## src/cdap_pkg.sv

```systemverilog
// shared constants for the cpu debug access over aux port block
package cdap_pkg;

	// ----------------------------------------
	// message type codes
	// ----------------------------------------
	localparam logic [5:0] MTC_DEBUG_STATUS = 6'h00;
	localparam logic [5:0] MTC_SDI_DATA     = 6'h38;
	localparam logic [5:0] MTC_SDO_DATA     = 6'h39;
	localparam logic [5:0] MTC_ERROR        = 6'h08;

	// ----------------------------------------
	// message fields
	// ----------------------------------------
	localparam int         WORD_W           = 35;
	localparam int         CNT_W            = 6;
	localparam logic [7:0] ERR_INVALID_TYPE = 8'h01;
	localparam logic       STATUS_ENTERED   = 1'b1;
	localparam logic       STATUS_EXITED    = 1'b0;

	// ----------------------------------------
	// link selection
	// ----------------------------------------
	localparam logic PATH_DEDICATED = 1'b0;
	localparam logic PATH_AUX       = 1'b1;

endpackage : cdap_pkg

```

## src/cdap_debug_access.sv

```systemverilog
// aux port routing of cpu serial debug traffic
`timescale 1ns/1ps

// Notes on behaviour
// - cpu debug reached by aux port or dedicated pins, one path at a time
// - debug serial data travels only inside vendor messages once aux path owns it
// - with aux path selected, port can enable and force cpu debug mode
// - on debug entry send status message with status field one
// - cpu serial output returned in serial-data-out messages
// - on debug exit send status message with status field zero
// - synchronous self-clocked serial mode toward system interface unit
// - internal serial transfer runs at system clock rate
// - unknown message type code answered with invalid type error message
module cdap_debug_access
	import cdap_pkg::*;
(
	input  wire logic              clk_in,
	input  wire logic              arst_n_in,
	input  wire logic              aux_port_reset_n_in,
	input  wire logic              dev_ctrl_wr_in,
	input  wire logic              dev_ctrl_aux_sel_in,
	input  wire logic              msg_in_valid_in,
	input  wire logic [5:0]        msg_in_type_in,
	input  wire logic [WORD_W-1:0] msg_in_data_in,
	output logic                   msg_in_ready_out,
	output logic                   msg_out_valid_out,
	output logic [5:0]             msg_out_type_out,
	output logic [WORD_W-1:0]      msg_out_data_out,
	input  wire logic              msg_out_ready_in,
	input  wire logic              cpu_in_debug_in,
	output logic                   cpu_debug_enable_out,
	output logic                   cpu_debug_force_out,
	input  wire logic              ded_serial_debug_data_in,
	output logic                   ded_serial_debug_data_out,
	output logic                   serial_debug_data_out,
	input  wire logic              serial_debug_data_in,
	output logic                   serial_debug_clk_en_out,
	output logic                   aux_path_out
);

	typedef enum logic [1:0] {CDAP_IDLE, CDAP_SHIFT, CDAP_ANSWER} cdap_state_t;

	// ----------------------------------------
	// synchronisers
	// ----------------------------------------
	logic [1:0] dbg_sync_q;
	logic [1:0] prst_sync_q;
	logic [1:0] ded_sync_q;
	logic       dbg_prev_q;

	always_ff @(posedge clk_in or negedge arst_n_in)
	begin
		if (!arst_n_in)
		begin
			dbg_sync_q  <= 2'h0;
			prst_sync_q <= 2'h0;
			ded_sync_q  <= 2'h0;
			dbg_prev_q  <= 1'b0;
		end
		else
		begin
			dbg_sync_q  <= {dbg_sync_q[0], cpu_in_debug_in};
			prst_sync_q <= {prst_sync_q[0], aux_port_reset_n_in};
			ded_sync_q  <= {ded_sync_q[0], ded_serial_debug_data_in};
			dbg_prev_q  <= dbg_sync_q[1];
		end
	end

	logic dbg_now;
	logic port_in_reset;
	assign dbg_now       = dbg_sync_q[1];
	assign port_in_reset = !prst_sync_q[1];

	// ----------------------------------------
	// path selection
	// ----------------------------------------
	logic aux_path_q;

	always_ff @(posedge clk_in or negedge arst_n_in)
	begin
		if (!arst_n_in)
			aux_path_q <= PATH_DEDICATED;
		else if (port_in_reset && dev_ctrl_wr_in)
			aux_path_q <= dev_ctrl_aux_sel_in;
	end

	assign aux_path_out = aux_path_q;

	assign cpu_debug_enable_out = aux_path_q;
	assign cpu_debug_force_out  = aux_path_q && !port_in_reset && !dbg_now;

	// ----------------------------------------
	// serial engine
	// ----------------------------------------
	cdap_state_t            state_q;
	logic [WORD_W-1:0]      shreg_q;
	logic [CNT_W-1:0]       bit_cnt_q;
	logic                   out_pend_q;
	logic [5:0]             out_type_q;
	logic [WORD_W-1:0]      out_data_q;
	logic                   st_pend_q;
	logic                   st_val_q;
	logic                   err_pend_q;
	logic                   accept;
	logic                   known;
	logic                   active;
	logic                   send;

	assign active  = aux_path_q && !port_in_reset;
	assign known   = (msg_in_type_in == MTC_SDI_DATA);
	assign msg_in_ready_out = active && (state_q == CDAP_IDLE) && !err_pend_q;
	assign accept  = msg_in_valid_in && msg_in_ready_out;

	always_ff @(posedge clk_in or negedge arst_n_in)
	begin
		if (!arst_n_in)
		begin
			state_q   <= CDAP_IDLE;
			shreg_q   <= '0;
			bit_cnt_q <= '0;
		end
		else
		begin
			case (state_q)
				CDAP_IDLE:
				begin
					if (accept && known)
					begin
						shreg_q   <= msg_in_data_in;
						bit_cnt_q <= CNT_W'(WORD_W);
						state_q   <= CDAP_SHIFT;
					end
				end
				CDAP_SHIFT:
				begin
					shreg_q   <= {shreg_q[WORD_W-2:0], serial_debug_data_in};
					bit_cnt_q <= bit_cnt_q - CNT_W'(1);
					if (bit_cnt_q == CNT_W'(1))
						state_q <= CDAP_ANSWER;
				end
				CDAP_ANSWER:
				begin
					if ((!out_pend_q || send) && !st_pend_q && !err_pend_q)
						state_q <= CDAP_IDLE;
				end
				default:
					state_q <= CDAP_IDLE;
			endcase
		end
	end

	assign serial_debug_clk_en_out = (state_q == CDAP_SHIFT);
	assign serial_debug_data_out   = aux_path_q ? shreg_q[WORD_W-1] : ded_sync_q[1];
	assign ded_serial_debug_data_out = aux_path_q ? 1'b0 : serial_debug_data_in;

	// ----------------------------------------
	// pending outgoing messages
	// ----------------------------------------
	assign send = out_pend_q && msg_out_ready_in;

	always_ff @(posedge clk_in or negedge arst_n_in)
	begin
		if (!arst_n_in)
		begin
			st_pend_q  <= 1'b0;
			st_val_q   <= STATUS_EXITED;
			err_pend_q <= 1'b0;
		end
		else
		begin
			if (active && (dbg_now != dbg_prev_q))
			begin
				st_pend_q <= 1'b1;
				st_val_q  <= dbg_now ? STATUS_ENTERED : STATUS_EXITED;
			end
			else if ((!out_pend_q || send) && st_pend_q)
				st_pend_q <= 1'b0;
			if (accept && !known)
				err_pend_q <= 1'b1;
			else if ((!out_pend_q || send) && !st_pend_q && err_pend_q)
				err_pend_q <= 1'b0;
		end
	end

	always_ff @(posedge clk_in or negedge arst_n_in)
	begin
		if (!arst_n_in)
		begin
			out_pend_q <= 1'b0;
			out_type_q <= 6'h00;
			out_data_q <= '0;
		end
		else if (!out_pend_q || send)
		begin
			out_pend_q <= 1'b0;
			if (st_pend_q)
			begin
				out_pend_q <= 1'b1;
				out_type_q <= MTC_DEBUG_STATUS;
				out_data_q <= {{(WORD_W-1){1'b0}}, st_val_q};
			end
			else if (err_pend_q)
			begin
				out_pend_q <= 1'b1;
				out_type_q <= MTC_ERROR;
				out_data_q <= {{(WORD_W-8){1'b0}}, ERR_INVALID_TYPE};
			end
			else if (state_q == CDAP_ANSWER)
			begin
				out_pend_q <= 1'b1;
				out_type_q <= MTC_SDO_DATA;
				out_data_q <= shreg_q;
			end
		end
	end

	assign msg_out_valid_out = out_pend_q;
	assign msg_out_type_out  = out_type_q;
	assign msg_out_data_out  = out_data_q;
endmodule : cdap_debug_access

```

## config.mk

```make
export PLATFORM = sky130hd
export DESIGN_NAME = cdap_debug_access
export DESIGN_NICKNAME = d
export VERILOG_FILES = /design/src/cdap_pkg.sv /design/src/cdap_debug_access.sv
export SDC_FILE = /design/constraint.sdc
export NUM_CORES = 1
export LEC_CHECK = 0
export BUFFER_PORTS_ARGS = -buffer_cell sky130_fd_sc_hd__buf_2
export CAP_MARGIN = 20
export CELL_PAD_IN_SITES_DETAIL_PLACEMENT = 1
export CELL_PAD_IN_SITES_GLOBAL_PLACEMENT = 1
export CORE_ASPECT_RATIO = 1.25
export CORE_MARGIN = 2
export CORE_UTILIZATION = 41
export CTS_CLUSTER_SIZE = 25
export DETAILED_ROUTE_END_ITERATION = 16
export MAX_ROUTING_LAYER = met4
export PLACE_DENSITY = 0.84
export RECOVER_POWER = 100
export SLEW_MARGIN = 20
export SYNTH_ARGS = -nofsm -noshare
export SYNTH_HDL_FRONTEND = slang
export SYNTH_SLANG_ARGS = --single-unit
```

## constraint.sdc

```tcl
create_clock -name clk_in -period 2.1 [get_ports clk_in]
set_clock_uncertainty 0.1 [all_clocks]
set_input_delay 0.42 -clock clk_in [delete_from_list [all_inputs] [get_ports clk_in]]
set_output_delay 0.42 -clock clk_in [all_outputs]
set_load 0.02 [all_outputs]
```

==> flow_summary.yaml, run 1 <==
status:
  status: "finished, final reports clean"
sta:
  rsz0062_at_grt: "true"
  fmax_mhz: 493
  min_period_ns: 2.03
  drv_slew: 0
  hold_viol: 0
  setup_slack_ns: 0.0712
  fin_crit_sh_pct: 96.6
  maxSlewHeadroom_pct: 55.2
  tightest_slew_ns: 0.671
  setup_viol: 0
yosys:
  synth_compound_area_share_pct: 21.2
  synthArstFlopShare_pct: 100
  yosys.area.top_type: "dfrtp_1"
  synth_common_cells: "92 x dfrtp_1, 42 x nor2_1, 37 x nand3_1"
  ys_ff_latch: 92
  ys_warn_count: 0
  synth-simple-area-share_pct: 13.5
  yosys.area_share.adder_pct: 0.624
  synth_top_family_by_area: "compound AO/OA/AOI/OAI gates"
  synthesis.instances: 374
  synth_edf_count: 0
  synth.distinct_cells: 40
  synth_mux_area_share_pct: 0.842
  synth.top_cells.by_area: "dfrtp_1 57%, a22o_1 7.4%, a31oi_1 5.6%, nand3_1 4.6%, nor2_1 3.9%"
  yosys.area.top_type_share_pct: 57.4
  ys_seq_area_share_pct: 57.4
  synth_ff_type: "dfrtp_1"
  synthXorXnorAreaFrac_pct: 0.655
  syn_area_um2: 4010
  yosysMostFrequentCell: "dfrtp_1"
  syn_area_per_cell_um2: 10.7
detailed_routing:
  drt_iter0_drc: 223
  avgRoutedWirePerCell_um: 19.6
  dr.pass1.iters: 4
  vias: 3374
  vias_per_cell: 5.70
  totalWireLength_um: 11600
  drcViolationCount: 0
  ant_nets: 0
global_routing:
  track_usage_pct: 23.1
  overflow: 0
  grt_max_degree: 46
  grt_pass1_wl_um: 18400
  grt_pass1_vias: 3604
  antenna_found_initial: 0
layout:
  fin_cells: 592
  fin_nets: 514
  seqCellArea_um2: 2300
  multi_input_area_um2: 1530
  syn_to_final_growth_pct: 21.7
  antennaDiodeCount: 0
  drive_gt1_share_pct: 22.5
  final_util_pct: 51.1
  fillers: 1105
setup_path:
  cpPeakStageDelay_ns: 0.38
  cp.required_ns: 1.58
  rr_worst_depth: 4
  arrival_ns: 1.51
  crit_type: "flop to output pin"
  path_cells: "clkbuf_1 -> mux2_2 -> buf_2"
  crit_fanout: 7
  crit_path_start_kind: "flop"
  crit_slowest_cell: "mux2_2"
  cp-end-kind: "output pin"
power:
  p_clk_share_pct: 33.9
  total_power_mw: 5.34
  power_density_nw_per_um2: 1090
  ir_worst_vdd_v: 0.000526
  pwr-share-comb_pct: 20.4
  switching_power_mw: 1.67
  p_int_mw: 3.67
  seqPwrFrac_pct: 45.7
  p_leak_nw: 2.02
  swShare_pct: 31.3
floorplan:
  die_w_um: 92.5
  io_pins: 100
  core_um2: 9560
  die_h_um: 115
  rows: 40
  initial_utilization_pct: 42.0
  die_area_um2: 10600
clock_tree:
  post_cts_buffers: 0
  cts_sinks: 92
  cts_root_buf: "clkbuf_16"
  clock_latency_ns: 0.34
  cts_buffers: 9
  clk_pin_slew_worst_paths_ns: 0.06
  clock_path_buffers: 2
  cts_tree: "built"
  htree_levels: 3
place:
  place_ws_ns: 0.0146
  place_congestion: 0.836
  dp.cells: 574
  dpl.hpwl_um: 7400
  io_buffers: 97
min_path:
  hold_path_class: "input pin to flop"
  holdPathStages: 1
run:
  cap_violations: 0
## flip-flops by register name, summed over array words and instances (netlist names), 2 cells and up
register / flops
bit_cnt_q: 6
dbg_sync_q: 2
shreg_q: 35
ded_sync_q: 2
state_q: 2
msg_out_type_out: 2
msg_out_data_out: 35
prst_sync_q: 2
## logic make-up (layout without fill, tap and decap cells)
logic type	Yosys count	after routing
AO/OA/AOI/OAI	124	124
XOR/XNOR	3	3
adder cells (fa/ha/maj)	2	2
buffers and inverters	41	131
flip-flops	92	92
multiplexers	3	3
other	1	2
AND/OR/NAND/NOR	108	109
## cell type report
| cell class | instances | share of cell area [%] |
|---|---|---|
| timing repair buffer | 112 | 11.2 |
| inverter | 3 | 0.231 |
| clock buffer | 12 | 5.46 |
| sequential | 92 | 47.2 |
| multi-input combinational | 243 | 31.2 |
| clock inverter | 4 | 1.44 |
| tap | 126 | 3.23 |
## path summary, 6_finish.rpt
check | slack, ns | endpoint | start
hold / removal | 0.08 | ded_sync_q[0]$_DFF_PN0_ | ded_serial_debug_data_in
setup reg to reg | 0.10 | shreg_q[0]$_DFFE_PN0P_ | state_q[0]$_DFFE_PN0P_
hold reg to reg | 0.25 | dbg_sync_q[1]$_DFF_PN0_ | dbg_sync_q[0]$_DFF_PN0_
max in group asynchronous | 0.35 | shreg_q[21]$_DFFE_PN0P_ | arst_n_in
min in group asynchronous | 0.55 | msg_out_data_out[1]$_DFFE_PN0P_ | arst_n_in
setup / recovery | 0.07 | serial_debug_data_out | aux_path_out$_DFFE_PN0P_
## per-layer routing
| metal | up-vias | track usage, % | share of wire, % | wire (µm) |
|---|---|---|---|---|
| met5 | - | - | 0 | 0 |
| met4 | 0 | 9.15 | 2.1 | 244 |
| met1 | 1727 | 27.1 | 42 | 4910 |
| li1 | 1540 | - | - | - |
| met2 | 89 | 39.1 | 52 | 5990 |
| met3 | 18 | 4.61 | 3.7 | 432 |
## power by group through the flow
stage	logic, mW	clock network, mW	registers, mW
after global placement	1.03	0	2.42
final	1.09	1.81	2.44
after detailed placement	1.11	0	2.46
after floorplan	0.706	0	2.42
after global routing	1.21	1.90	2.49
after CTS	1.14	1.85	2.43
## stage by stage
stage / hold slack (ns) / cell area, µm² / setup TNS, ns
after detailed placement: 0.237 / 4610 / 0
after global routing: 0.0661 / 4880 / -0.0455
after CTS: 0.0622 / 4960 / 0
after global placement: 0.232 / 4610 / 0
final: 0.0791 / 4880 / 0
after floorplan: 0.0244 / 4020 / 0
## cell usage in the layout (no fill, tap or decap), drive strengths merged, types with 3 or more instances in the layout
cell / count
dfrtp: 92
buf: 62
clkbuf: 61
nor2: 43
o21ai: 42
nand3: 37
a31oi: 36
a22o: 34
nand2: 9
nor3: 4
mux2: 3
a21o: 3
o22ai: 3
inv: 3
## worst max-delay path, delay by kind of cell, from the launching register on
family,cells,cell delay [ns]
buffers and inverters,2,0.43
flip-flops,1,0.36
multiplexers,1,0.38
## repair_timing
| item | CTS | global route |
|---|---|---|
| gates resized for setup | 0 | 1 |
| gates cloned | 0 | 1 |
| hold buffers | 1 | 0 |
| pin swaps | 1 | 0 |
| endpoints found under the hold margin | 22 | 0 |
| setup endpoints to repair | 1 | 27 |
Power figures use the tool's default switching activity.
==> inputs of run 2 (changes only) <==
--- a/config.mk
+++ b/config.mk
@@ -5,17 +5,18 @@
 export SDC_FILE = /design/constraint.sdc
 export NUM_CORES = 1
 export LEC_CHECK = 0
+export ABC_AREA = 1
 export BUFFER_PORTS_ARGS = -buffer_cell sky130_fd_sc_hd__buf_2
 export CAP_MARGIN = 20
 export CELL_PAD_IN_SITES_DETAIL_PLACEMENT = 1
 export CELL_PAD_IN_SITES_GLOBAL_PLACEMENT = 1
 export CORE_ASPECT_RATIO = 1.25
 export CORE_MARGIN = 2
-export CORE_UTILIZATION = 41
+export CORE_UTILIZATION = 39
 export CTS_CLUSTER_SIZE = 25
 export DETAILED_ROUTE_END_ITERATION = 16
 export MAX_ROUTING_LAYER = met4
-export PLACE_DENSITY = 0.84
+export PLACE_DENSITY = 0.83
 export RECOVER_POWER = 100
 export SLEW_MARGIN = 20
 export SYNTH_ARGS = -nofsm -noshare
==> run 2 against run 1 <==
Against the previous run:
- setup slack better by 0.12 ns
- die area grew 7.9%
- non-clock buffer count shrank 8
- critical path type unchanged
==> flow_summary.yaml, run 2 <==
power:
  power_density_nw_per_um2: 1470
  switching_power_mw: 2.89
  seqPwrFrac_pct: 41.7
  pwr-share-comb_pct: 34.5
  swShare_pct: 39.8
  p_int_mw: 4.36
  p_leak_nw: 2.60
  ir_worst_vdd_v: 0.000547
  p_clk_share_pct: 23.8
yosys:
  ys_ff_latch: 92
  ys_warn_count: 0
  synth_edf_count: 0
  synth.top_cells.by_area: "dfrtp_1 56%, nand2_1 15%, o21ai_0 8.0%, nand3_1 5.3%, inv_1 4.8%"
  yosysMostFrequentCell: "nand2_1"
  syn_area_per_cell_um2: 8.26
  synthesis.instances: 500
  synth.distinct_cells: 27
  yosys.area.top_type_share_pct: 55.7
  yosys.area.top_type: "dfrtp_1"
  synthArstFlopShare_pct: 100
  synth_ff_type: "dfrtp_1"
  ys_seq_area_share_pct: 55.7
  syn_area_um2: 4130
  synth_common_cells: "167 x nand2_1, 92 x dfrtp_1, 66 x o21ai_0"
place:
  io_buffers: 97
  dp.cells: 704
  dpl.hpwl_um: 7220
  place_congestion: 0.751
sta:
  drv_slew: 0
  hold_viol: 0
  min_period_ns: 1.91
  rsz0062_at_grt: "false"
  setup_viol: 0
  tns_ns: 0
  fmax_mhz: 525
  fin_crit_sh_pct: 90.8
  tightest_slew_ns: 0.831
  maxSlewHeadroom_pct: 44.6
global_routing:
  track_usage_pct: 20.5
  grt_pass1_vias: 3728
  grt_max_degree: 114
  overflow: 0
  grt_pass1_wl_um: 17800
  antenna_found_initial: 0
detailed_routing:
  totalWireLength_um: 10800
  vias: 3578
  met2_wirelength_um: 5580
  drt_iter0_drc: 156
  dr.pass1.iters: 4
  highest_layer: "met4"
  wl_met1_um: 4580
  avgRoutedWirePerCell_um: 15.0
  ant_nets: 0
  drcViolationCount: 0
  vias_per_cell: 4.96
  routed-wl-met3_um: 410
clock_tree:
  cts_tree: "built"
  clock_path_buffers: 2
  cts_hold_buf: 1
  cts_resized: 0
  cts_root_buf: "clkbuf_16"
  clock_latency_ns: 0.34
  htree_levels: 3
  post_cts_buffers: 0
  cts_sinks: 92
  cts_buffers: 9
  clk_pin_slew_worst_paths_ns: 0.06
setup_path:
  cpPeakStageDelay_ns: 0.47
  cp-end-kind: "output pin"
  path_buf_inv: 3
  crit_fanout: 7
  crit_type: "flop to output pin"
  crit_path_start_kind: "flop"
  path_cells: "nand2_2 -> inv_1 -> nand3_2 -> inv_1 -> clkbuf_1"
  crit_family: "flip-flops"
  crit_top_cell: "inv_1"
  arrival_ns: 1.39
  cp.required_ns: 1.58
  crit_slowest_cell: "dfrtp_1"
status:
  status: "finished, final reports clean"
layout:
  fin_nets: 637
  antennaDiodeCount: 0
  mostFrequentLayoutCells: "166 x nand2_1, 92 x dfrtp_1, 66 x o21ai_0, 54 x inv_1, 49 x buf_2"
  syn_to_final_growth_pct: 19.4
  fin_cells: 721
  final_common_cell: "nand2_1"
  fillers: 1323
  drive_gt1_share_pct: 13.4
floorplan:
  core_um2: 10500
  die_h_um: 119
  rows: 42
  die_w_um: 96.1
  initial_utilization_pct: 39.5
  die_area_um2: 11400
  io_pins: 100
min_path:
  hold_path_class: "input pin to flop"
run:
  cap_violations: 0
-- run 2: final cells by class --
cell class	count	area [µm²]	share of cell area, %
clock buffer	11	243	4.92
clock inverter	5	75.1	1.52
inverter	55	206	4.18
multi-input combinational	322	1450	29.3
sequential	92	2300	46.7
tap	132	165	3.35
timing repair buffer	104	495	10.0
-- run 2: logic make-up after synthesis --
| family | count (synthesis) | share of synthesized area [%] |
|---|---|---|
| other | 1 | 0.0908 |
| flip-flops | 92 | 55.7 |
| AND/OR/NAND/NOR | 234 | 23.7 |
| buffers and inverters | 87 | 9.51 |
| AO/OA/AOI/OAI | 84 | 10.3 |
| adder cells (fa/ha/maj) | 2 | 0.606 |
-- run 2: stage by stage --
step | instance area, µm² | util, % | hold slack (ns) | setup WS [ns] | power [mW]
5_1_grt | 4930 | 47.2 | 0.0745 | 0.0232 | 7.78
4_1_cts | 5020 | 48.0 | 0.0718 | 0.250 | 7.45
3_3_place_gp | 4690 | 44.9 | 0.236 | 0.229 | 5.49
6_report | 4930 | 47.2 | 0.0786 | 0.194 | 7.24
3_5_place_dp | 4690 | 44.9 | 0.241 | 0.126 | 5.66
2_1_floorplan | 4140 | - | 0.0244 | 0.605 | 4.74
-- run 2: power by group through the flow --
stage	clock network, mW	registers (mW)	logic (mW)
after floorplan	0	3.32	1.42
after global placement	0	2.97	2.52
after detailed placement	0	3.02	2.64
after CTS	1.76	3.01	2.67
after global routing	1.82	3.11	2.84
final	1.73	3.02	2.50
-- run 2: worst reg2reg max path, stage by stage (launching register included) --
cell	delay [ns]
dfrtp_1	0.47
nand2_2	0.11
inv_1	0.08
nand3_2	0.09
nor2_4	0.12
nand2_4	0.19
nand2_4	0.41
nand2_1	0.14
nand2_1	0.09
-- run 2: worst paths after layout --
kind	start	endpoint	slack, ns	depth (start not counted)
max	aux_path_out$_DFFE_PN0P_	msg_in_ready_out	0.19	5
min	aux_port_reset_n_in	prst_sync_q[0]$_DFF_PN0_	0.08	1
max reg2reg	aux_path_out$_DFFE_PN0P_	shreg_q[3]$_DFFE_PN0P_	0.25	8
min reg2reg	dbg_sync_q[0]$_DFF_PN0_	dbg_sync_q[1]$_DFF_PN0_	0.25	0
max in group asynchronous	arst_n_in	shreg_q[24]$_DFFE_PN0P_	0.38	3
min in group asynchronous	arst_n_in	bit_cnt_q[3]$_DFFE_PN0P_	0.60	2
-- run 2: layer usage --
layer	track usage, %	vias up
li1	-	1735
met1	25.1	1751
met2	33.5	70
met3	3.42	22
met4	7.86	0
met5	-	-
